--- src/hw/eim_pkg.sv ---
// shared constants, types and register map of the energy interval meter
package eim_pkg;

  // ==========================================================
  // register byte offsets
  localparam logic [7:0] REG_CTRL = 8'h00;
  localparam logic [7:0] REG_ASCALE = 8'h04;
  localparam logic [7:0] REG_QSCALE = 8'h08;
  localparam logic [7:0] REG_STATUS = 8'h0C;
  localparam logic [7:0] REG_MASK = 8'h10;
  localparam logic [7:0] REG_ACT_DEM = 8'h14;
  localparam logic [7:0] REG_ACT_SUP = 8'h18;
  localparam logic [7:0] REG_REA_DEM = 8'h1C;
  localparam logic [7:0] REG_REA_SUP = 8'h20;
  localparam logic [7:0] REG_MINUTE = 8'h24;
  localparam logic [7:0] REG_STATE = 8'h28;

  // ==========================================================
  // control field positions
  localparam int CTRL_PER_LSB = 0;
  localparam int CTRL_SRC_BIT = 4;
  localparam int CTRL_CUM_BIT = 5;
  localparam int CTRL_DIR_BIT = 6;
  localparam int CTRL_MEGA_BIT = 7;

  // status / mask bits
  localparam int ST_REPORT_BIT = 0;
  localparam int ST_PARAM_BIT = 1;
  localparam int ST_OVF_BIT = 2;

  // ==========================================================
  // period encoding
  typedef enum logic [2:0] {
    EIM_PER_OFF = 3'h0,
    EIM_PER_5 = 3'h1,
    EIM_PER_10 = 3'h2,
    EIM_PER_15 = 3'h3,
    EIM_PER_30 = 3'h4,
    EIM_PER_60 = 3'h5
  } eim_period_t;

  // ==========================================================
  // reset values
  localparam eim_period_t PER_RESET = EIM_PER_30;
  localparam logic SRC_RESET = 1'b0;
  localparam logic CUM_RESET = 1'b0;
  localparam logic DIR_RESET = 1'b0;
  localparam logic MEGA_RESET = 1'b0;
  localparam logic [13:0] SCALE_RESET = 14'h0064;
  localparam logic [13:0] SCALE_MIN = 14'h0001;
  localparam logic [13:0] SCALE_MAX = 14'h2710;

  // ==========================================================
  // timing: one real-time clock tick per minute of wall time
  localparam int MINUTE_S = 60;
  localparam int CLK_HZ = 100_000_000;
  localparam longint MINUTE_CYCLES = longint'(MINUTE_S) * longint'(CLK_HZ);
  localparam logic [5:0] MIN_PER_HOUR = 6'h3C;

  // ==========================================================
  typedef struct packed {
    eim_period_t period;
    logic pulse_src;
    logic cumulate;
    logic dir_supply;
    logic mega;
  } eim_cfg_t;

  typedef struct packed {
    logic [31:0] act_dem;
    logic [31:0] act_sup;
    logic [31:0] rea_dem;
    logic [31:0] rea_sup;
  } eim_totals_t;

  typedef struct packed {
    logic act_dem;
    logic act_sup;
    logic rea_dem;
    logic rea_sup;
  } eim_pulses_t;

endpackage

--- src/hw/eim_meter.sv ---
// energy interval metering accumulator with an apb register file
//
// Operation
// RL1 - period off/5/10/15/30/60 min, default 30
// RL2 - source: internal measurement or meter pulses
// RL3 - cumulation flag, default off
// RL4 - cumulation off clears totals after report
// RL5 - direction reference demand or supply, default demand
// RL6 - reference picks direction for in-phase power
// RL7 - positive and negative powers into separate totals
// RL8 - pulse weights 1..10000, default 100
// RL9 - pulse rising edge adds its weight
// RL10 - four totals, kilo or mega scaled
// RL11 - clear input honoured only when cumulating
// RL12 - four pulse inputs used only in pulse mode
// RL13 - report record of four totals each interval
// RL14 - boundaries at period multiples from hour top
// RL15 - parameter change clears totals, drops interval
// RL16 - restart at next boundary, report one period later
// RL17 - period off: no accumulation, no reports
`timescale 1ns/10ps

module eim_meter #(
  parameter longint MINUTE_CYCLES = eim_pkg::MINUTE_CYCLES
) (
  input wire logic pclk,
  input wire logic presetn,
  input wire logic psel,
  input wire logic penable,
  input wire logic pwrite,
  input wire logic [7:0] paddr,
  input wire logic [31:0] pwdata,
  output logic [31:0] prdata,
  output logic pready,
  output logic pslverr,
  input wire logic [31:0] active_power,
  input wire logic [31:0] reactive_power,
  input wire logic power_valid,
  input wire logic total_clear_input,
  input wire logic active_demand_pulse_in,
  input wire logic active_supply_pulse_in,
  input wire logic reactive_demand_pulse_in,
  input wire logic reactive_supply_pulse_in,
  output eim_pkg::eim_totals_t report_totals,
  output logic report_valid,
  output logic report_mega,
  output logic irq
);

  // ==========================================================
  // state
  typedef enum logic [1:0] {
    EIM_IDLE,
    EIM_ARM,
    EIM_RUN
  } eim_phase_t;

  eim_pkg::eim_cfg_t cfg, next_cfg;
  logic [13:0] ascale, next_ascale;
  logic [13:0] qscale, next_qscale;
  logic [2:0] status, next_status;
  logic [2:0] mask, next_mask;
  eim_pkg::eim_totals_t tot, next_tot;
  eim_pkg::eim_totals_t rep, next_rep;
  logic rep_valid, next_rep_valid;
  logic [5:0] minute, next_minute;
  logic [39:0] tick_cnt, next_tick_cnt;
  eim_phase_t phase, next_phase;
  eim_pkg::eim_pulses_t pulse_q, next_pulse_q;
  logic [31:0] rdata, next_rdata;
  logic rdy, next_rdy;
  logic err, next_err;
  logic irq_q, next_irq_q;

  logic wr_acc;
  logic minute_tick;
  logic boundary;
  logic param_change;
  logic [5:0] per_min;
  logic [3:0] add_en;
  logic [3:0] ovf;
  logic [31:0] add_val [4];
  logic [31:0] cur [4];
  logic [31:0] nxt [4];
  eim_pkg::eim_pulses_t pulses;

  assign pulses = '{active_demand_pulse_in, active_supply_pulse_in,
                    reactive_demand_pulse_in, reactive_supply_pulse_in};
  assign cur[0] = tot.act_dem;
  assign cur[1] = tot.act_sup;
  assign cur[2] = tot.rea_dem;
  assign cur[3] = tot.rea_sup;

  // ==========================================================
  // period length in minutes
  always_comb begin
    case (cfg.period)
      eim_pkg::EIM_PER_5: per_min = 6'h05;
      eim_pkg::EIM_PER_10: per_min = 6'h0A;
      eim_pkg::EIM_PER_15: per_min = 6'h0F;
      eim_pkg::EIM_PER_30: per_min = 6'h1E;
      eim_pkg::EIM_PER_60: per_min = eim_pkg::MIN_PER_HOUR;
      default: per_min = 6'h00;
    endcase
  end

  // ==========================================================
  // real-time clock: minute of the hour
  assign minute_tick = (tick_cnt == 40'(MINUTE_CYCLES - 1));
  always_comb begin
    next_tick_cnt = minute_tick ? 40'h0 : tick_cnt + 40'h1;
    next_minute = minute;
    if (minute_tick) begin
      next_minute = (minute == eim_pkg::MIN_PER_HOUR - 6'h01) ? 6'h00
                    : minute + 6'h01;
    end
  end

  // boundary when the new minute is a multiple of the period
  assign boundary = minute_tick && (per_min != 6'h00) &&
                    ((next_minute % per_min) == 6'h00); // see RL14

  // ==========================================================
  // per-channel increments
  genvar g;
  generate
    for (g = 0; g < 4; g++) begin : g_chan
      logic is_p;
      logic want_pos;
      logic [31:0] pw;
      logic [31:0] mag;
      assign is_p = (g < 2);
      assign pw = is_p ? active_power : reactive_power;
      // demand channels take the reference sign, supply the other
      assign want_pos = ((g % 2) == 0) ^ cfg.dir_supply; // see RL5, RL6
      assign mag = pw[31] ? 32'(-pw) : pw;
      always_comb begin
        if (cfg.pulse_src) begin
          // rising edge of the matching pulse input only
          add_en[g] = pulses[3 - g] && !pulse_q[3 - g]; // see RL9, RL12
          add_val[g] = {18'h0, is_p ? ascale : qscale}; // see RL8
        end else begin
          // sign picks exactly one total, never netted
          add_en[g] = power_valid && (pw != 32'h0) &&
                      (pw[31] != want_pos); // see RL7
          add_val[g] = mag;
        end
      end
      assign {ovf[g], nxt[g]} = {1'b0, cur[g]} + {1'b0, add_val[g]};
    end
  endgenerate

  // ==========================================================
  // apb register access
  // decode and read data are formed in the first access cycle; a write
  // lands only at the edge that samples pready high, with the master
  assign wr_acc = psel && penable && pwrite && rdy && !err;

  always_comb begin
    next_cfg = cfg;
    next_ascale = ascale;
    next_qscale = qscale;
    next_mask = mask;
    next_rdata = 32'h0;
    next_err = 1'b0;
    next_rdy = psel && penable && !rdy;
    param_change = 1'b0;
    if (psel && penable) begin
      case (paddr)
        eim_pkg::REG_CTRL: begin
          if (wr_acc) begin
            next_cfg.period = eim_pkg::eim_period_t'(pwdata[2:0]); // see RL1
            next_cfg.pulse_src = pwdata[eim_pkg::CTRL_SRC_BIT]; // see RL2
            next_cfg.cumulate = pwdata[eim_pkg::CTRL_CUM_BIT]; // see RL3
            next_cfg.dir_supply = pwdata[eim_pkg::CTRL_DIR_BIT];
            next_cfg.mega = pwdata[eim_pkg::CTRL_MEGA_BIT]; // see RL10
            // unlisted codes fall back to off
            if (pwdata[2:0] > 3'h5) begin
              next_cfg.period = eim_pkg::EIM_PER_OFF;
            end
          end
          next_rdata = {24'h0, cfg.mega, cfg.dir_supply, cfg.cumulate,
                        cfg.pulse_src, 1'b0, cfg.period};
        end
        eim_pkg::REG_ASCALE, eim_pkg::REG_QSCALE: begin
          if (wr_acc) begin
            // out-of-range weights are clamped, not rejected
            if (paddr == eim_pkg::REG_ASCALE) begin
              next_ascale = clamp(pwdata);
            end else begin
              next_qscale = clamp(pwdata);
            end
          end
          next_rdata = {18'h0, (paddr == eim_pkg::REG_ASCALE) ?
                        ascale : qscale};
        end
        eim_pkg::REG_STATUS: next_rdata = {29'h0, status};
        eim_pkg::REG_MASK: begin
          if (wr_acc) begin
            next_mask = pwdata[2:0];
          end
          next_rdata = {29'h0, mask};
        end
        eim_pkg::REG_ACT_DEM: next_rdata = tot.act_dem;
        eim_pkg::REG_ACT_SUP: next_rdata = tot.act_sup;
        eim_pkg::REG_REA_DEM: next_rdata = tot.rea_dem;
        eim_pkg::REG_REA_SUP: next_rdata = tot.rea_sup;
        eim_pkg::REG_MINUTE: next_rdata = {26'h0, minute};
        eim_pkg::REG_STATE: next_rdata = {30'h0, phase};
        // unmapped: refused once, in the decode cycle
        default: next_err = !rdy;
      endcase
      if (pwrite || rdy) begin
        next_rdata = 32'h0;
      end
    end
    param_change = wr_acc && !next_err &&
                   ({next_cfg, next_ascale, next_qscale} !=
                    {cfg, ascale, qscale});
  end

  function automatic logic [13:0] clamp(input logic [31:0] v);
    if (v < 32'(eim_pkg::SCALE_MIN)) begin
      clamp = eim_pkg::SCALE_MIN;
    end else if (v > 32'(eim_pkg::SCALE_MAX)) begin
      clamp = eim_pkg::SCALE_MAX;
    end else begin
      clamp = v[13:0];
    end
  endfunction

  // ==========================================================
  // interval sequencer and totals
  always_comb begin
    next_phase = phase;
    next_tot = tot;
    next_rep = rep;
    next_rep_valid = 1'b0;
    // sampled every cycle, so an edge seen outside run is never replayed
    next_pulse_q = pulses;
    next_status = status;
    if (wr_acc && paddr == eim_pkg::REG_STATUS) begin
      next_status = status & ~pwdata[2:0];
    end
    case (phase)
      EIM_IDLE: begin
        if (per_min != 6'h00) begin
          next_phase = EIM_ARM;
        end
      end
      EIM_ARM: begin
        if (boundary) begin
          next_phase = EIM_RUN; // see RL16
        end
      end
      EIM_RUN: begin
        next_tot = '{nxt[0], nxt[1], nxt[2], nxt[3]};
        for (int i = 0; i < 4; i++) begin
          if (!add_en[i]) begin
            next_tot[127 - 32*i -: 32] = cur[i];
          end else if (ovf[i]) begin
            next_status[eim_pkg::ST_OVF_BIT] = 1'b1;
          end
        end
        // a parameter change in the same cycle abandons this report
        if (boundary && !param_change) begin
          next_rep = tot; // see RL13
          next_rep_valid = 1'b1;
          next_status[eim_pkg::ST_REPORT_BIT] = 1'b1;
          if (!cfg.cumulate) begin
            // zeroing also drops a sample taken in the boundary cycle
            next_tot = '0; // see RL4
          end
        end
        if (total_clear_input && cfg.cumulate) begin
          next_tot = '0; // see RL11
        end
      end
      default: next_phase = EIM_IDLE;
    endcase
    if (per_min == 6'h00) begin
      next_phase = EIM_IDLE; // see RL17
    end
    if (param_change) begin
      next_tot = '0; // see RL15
      next_phase = EIM_IDLE;
      next_status[eim_pkg::ST_PARAM_BIT] = 1'b1;
    end
    // the mask as it stands after this edge, so irq never lags a write
    next_irq_q = |(next_status & next_mask);
  end

  // ==========================================================
  always_ff @(posedge pclk or negedge presetn) begin
    if (!presetn) begin
      cfg <= '{eim_pkg::PER_RESET, eim_pkg::SRC_RESET, eim_pkg::CUM_RESET,
               eim_pkg::DIR_RESET, eim_pkg::MEGA_RESET};
      ascale <= eim_pkg::SCALE_RESET;
      qscale <= eim_pkg::SCALE_RESET;
      status <= 3'h0;
      mask <= 3'h0;
      tot <= '0;
      rep <= '0;
      rep_valid <= 1'b0;
      minute <= 6'h00;
      tick_cnt <= 40'h0;
      phase <= EIM_IDLE;
      pulse_q <= '0;
      rdata <= 32'h0;
      rdy <= 1'b0;
      err <= 1'b0;
      irq_q <= 1'b0;
    end else begin
      cfg <= next_cfg;
      ascale <= next_ascale;
      qscale <= next_qscale;
      status <= next_status;
      mask <= next_mask;
      tot <= next_tot;
      rep <= next_rep;
      rep_valid <= next_rep_valid;
      minute <= next_minute;
      tick_cnt <= next_tick_cnt;
      phase <= next_phase;
      pulse_q <= next_pulse_q;
      rdata <= next_rdata;
      rdy <= next_rdy;
      err <= next_err;
      irq_q <= next_irq_q;
    end
  end

  assign prdata = rdata;
  assign pready = rdy;
  assign pslverr = err;
  assign report_totals = rep;
  assign report_valid = rep_valid;
  assign report_mega = cfg.mega;
  assign irq = irq_q;

endmodule

--- config.mk ---
export PLATFORM = sky130hd
export DESIGN_NAME = eim_meter
export DESIGN_NICKNAME = d
export VERILOG_FILES = /design/src/hw/eim_pkg.sv /design/src/hw/eim_meter.sv
export SDC_FILE = /design/constraint.sdc
export NUM_CORES = 1
export LEC_CHECK = 0
export BUFFER_PORTS_ARGS = -buffer_cell sky130_fd_sc_hd__buf_2
export CORE_MARGIN = 2
export CORE_UTILIZATION = 25
export DETAILED_ROUTE_END_ITERATION = 16
export GPL_ROUTABILITY_DRIVEN = 0
export HOLD_SLACK_MARGIN = 0.06
export PLACE_DENSITY = 0.51
export SYNTH_ARGS = -nofsm -noshare
export SYNTH_HDL_FRONTEND = slang
export SYNTH_SLANG_ARGS = --single-unit
export TNS_END_PERCENT = 20
--- constraint.sdc ---
create_clock -name pclk -period 17.4 [get_ports pclk]
set_clock_uncertainty 0.2 [all_clocks]
set_input_delay 0.87 -clock pclk [delete_from_list [all_inputs] [get_ports pclk]]
set_output_delay 0.87 -clock pclk [all_outputs]
set_load 0.05 [all_outputs]
==> reports/results.tsv <==
metric	value	unit
p_switching	546	uW
nets	3135	
portBuffers	279	
fin_ws	4830	ps
core-area	100000	um^2
max-vdd-ir-drop	70.1	uV
dieArea	104000	um^2
final_cell_mix	dfrtp_1 (377), buf_2 (278), nand2_1 (191), o21ai_0 (167), nor2_1 (154)	
postCtsSetupBuffers	0	
ys_seq_area_share	38.1	%
max_clock_freq	79.6	MHz
clockBufferDepth	3	
ys.flop_type	dfrtp_1	
yosys.area_share.adder	7.95	%
end_kind	register	
synth_edf_count	0	
grt_pass1_wl	141000	um
path_clk_slew	70	ps
dp_hpwl	74200	um
synth_warnings	0	
period_share	72.2	%
wl_per_cell	22.4	um
slew_headroom	6.34	%
grt_antenna_before_repair	13	
cts_tree	done	
routed_via_density	5.20	
setup_violations	0	
die_h	322	um
initial_core_util	25.3	%
post_cts_resized	0	
period_needed	12570	ps
antenna_left	0	
synth_top_family_by_area	compound AO/OA/AOI/OAI gates	
fin_tns_setup	0	ps
clock_latency	600	ps
ys_ff_latch	385	
cp_common_cell	o21a_1	
slowest_delay	780	ps
avgSynthCellArea	9.73	um^2
hold_viol	0	
p_int	1540	uW
p_leak	0.0141	uW
status	complete, no violations	
synth_compound_area_share	22.5	%
cts.sinks	385	
clock_power_share	47.0	%
initialDrtViolationCount	1949	
tightest_slew	1400	ps
syn-cell-area	25300	um^2
ctsHoldBuffers	0	
cts_root_buffer	clkbuf_16	
synth.distinct_cells	90	
sequentialPowerShare	43.0	%
startpoint_type	register	
die_w	322	um
synth_area_leaders	dfrtp_1 (37%), ha_1 (7.6%), mux2_2 (6.4%), a22o_1 (4.2%), xnor2_1 (3.6%)	
required	17670	ps
area_delta_synth_final	17.6	%
power.density	70.1	nW/um^2
comb_power_share	10.0	%
synth_top_area_share	37.3	%
crit_slowest_cell	buf_4	
synthMuxAreaShare	7.24	%
grt_pass1_vias	21200	
layout-drive-gt1-share	20.3	%
drt_wl_total	95400	um
grt_start_max_net_pins	165	
hold_class	input port to asynchronous set/reset pin	
dr_total_vias	22100	
drc	0	
postSynth.asyncResetShare	100	%
grt-ovfl-total	0	
rsz0062_at_grt	no	
arrival	12840	ps
p_sw_share	26.2	%
ioPinCount	280	
yosys.area_share.simple	14.0	%
grt_use_total	18.0	%
slew_violations	0	
critPathMaxFanout	61	
yosys.area.top_type	dfrtp_1	
rows	116	
final_common_cell	dfrtp_1	
dpl_worst_slack	4950	ps
htreeDepth	2	
drtPass1Iterations	7	
syn_inst	2604	
synth.net_count	2877	
numCtsBuffers	42	
crit_type	register to register	
cap_violations	0	
synth-xor-area-share	7.12	%
## synthesized netlist by cell type (all sizes together) (7+ instances only)
cell / count
o21bai: 14
buf: 43
nor4bb: 7
o41ai: 16
nand3: 55
nand2: 191
nor2b: 31
a31oi: 28
o21a: 31
ha: 153
nor3: 41
a221o: 8
and2: 14
o22ai: 9
mux2: 143
xor2: 103
o31ai: 31
a211oi: 19
inv: 97
a22oi: 57
a22o: 121
o21ai: 168
or4: 15
or3: 26
mux2i: 19
nor2: 158
xnor2: 103
dfrtp: 378
dfstp: 7
clkbuf: 55
a221oi: 10
nand4: 22
nor4b: 8
o211ai: 8
a21o: 67
a32o: 12
a21boi: 7
nand2b: 23
nor4: 34
and3: 19
or2: 18
a21oi: 143
## layout make-up
class | count | area [um^2]
Antenna cell | 1 | 2.50
Fill cell | 10600 | 70500
Sequential cell | 385 | 9650
Clock inverter | 20 | 253
Clock buffer | 56 | 1230
Tap cell | 1357 | 1700
Timing Repair Buffer | 312 | 1670
Multi-Input combinational cell | 2024 | 14900
Inverter | 97 | 364
## registers in the layout (all words and copies together), names as in the netlist
name,cells
minute,6
pulse_q,4
tick_cnt,40
status,3
qscale,14
pready,1
mask,3
irq,1
report_mega,1
prdata,32
g_chan.want_pos,1
cur,128
report_valid,1
cfg,5
pslverr,1
report_totals,128
phase,2
ascale,14
## power by group through the flow
stage	Sequential [uW]	Clock, uW	Combinational [uW]
final	898	982	208
after global routing	897	1040	232
after CTS	898	1000	209
after detailed placement	914	0	208
after global placement	914	0	208
after floorplan	915	0	123
## metal layers
layer | vias to the layer above | wire length, um | track usage (%)
met5 | - | 67 | 0
met1 | 10900 | 43200 | 25.2
met4 | 10 | 1980 | 3.90
met2 | 829 | 42400 | 28.2
li1 | 10300 | - | -
met3 | 123 | 7720 | 4.19
## stage by stage
step,area [um^2],power (uW),util (%),std cells,hold WS (ps)
floorplan,25300,1040,-,2604,249
global placement,28300,1120,28.2,4175,278
detailed placement,28300,1120,28.2,4175,288
CTS,29800,2110,29.7,4251,98.3
global route,29800,2170,29.7,4251,140
finish,29800,2090,29.7,4252,85.1
## critical path: cells and delay by family, from the launching register on
kind / cells / cell delay [ps]
AOI/OAI and AO/OA: 19 / 4500
adders and majority gates: 5 / 1500
buffers and inverters: 3 / 1510
DFF: 1 / 430
muxes: 4 / 1640
and+or+nand+nor: 8 / 2600
## cells by family (layout without fill, tap and decap cells)
family | count (synthesis) | after routing
AO/OA/AOI/OAI | 809 | 809
AND/OR/NAND/NOR | 688 | 688
flip-flops | 385 | 385
XOR/XNOR | 206 | 206
buffers and inverters | 195 | 485
multiplexers | 163 | 163
adder cells (fa/ha/maj) | 158 | 158
other | 0 | 1
## final timing paths
path / from / end / slack [ps] / cells past startpoint
max in group asynchronous: presetn / cur[54]$_DFFE_PN0P_ / 14600 / 3
min: presetn / report_totals[99]$_DFFE_PN0P_ / 90 / 1
min reg2reg: tick_cnt[4]$_DFF_PN0_ / tick_cnt[4]$_DFF_PN0_ / 300 / 1
max: tick_cnt[25]$_DFF_PN0_ / report_totals[47]$_DFFE_PN0P_ / 4830 / 39
max reg2reg: tick_cnt[25]$_DFF_PN0_ / report_totals[47]$_DFFE_PN0P_ / 4830 / 39
min in group pclk: active_supply_pulse_in / pulse_q[2]$_DFF_PN0_ / 200 / 1
Note: power is estimated with default switching activity, not from simulation.
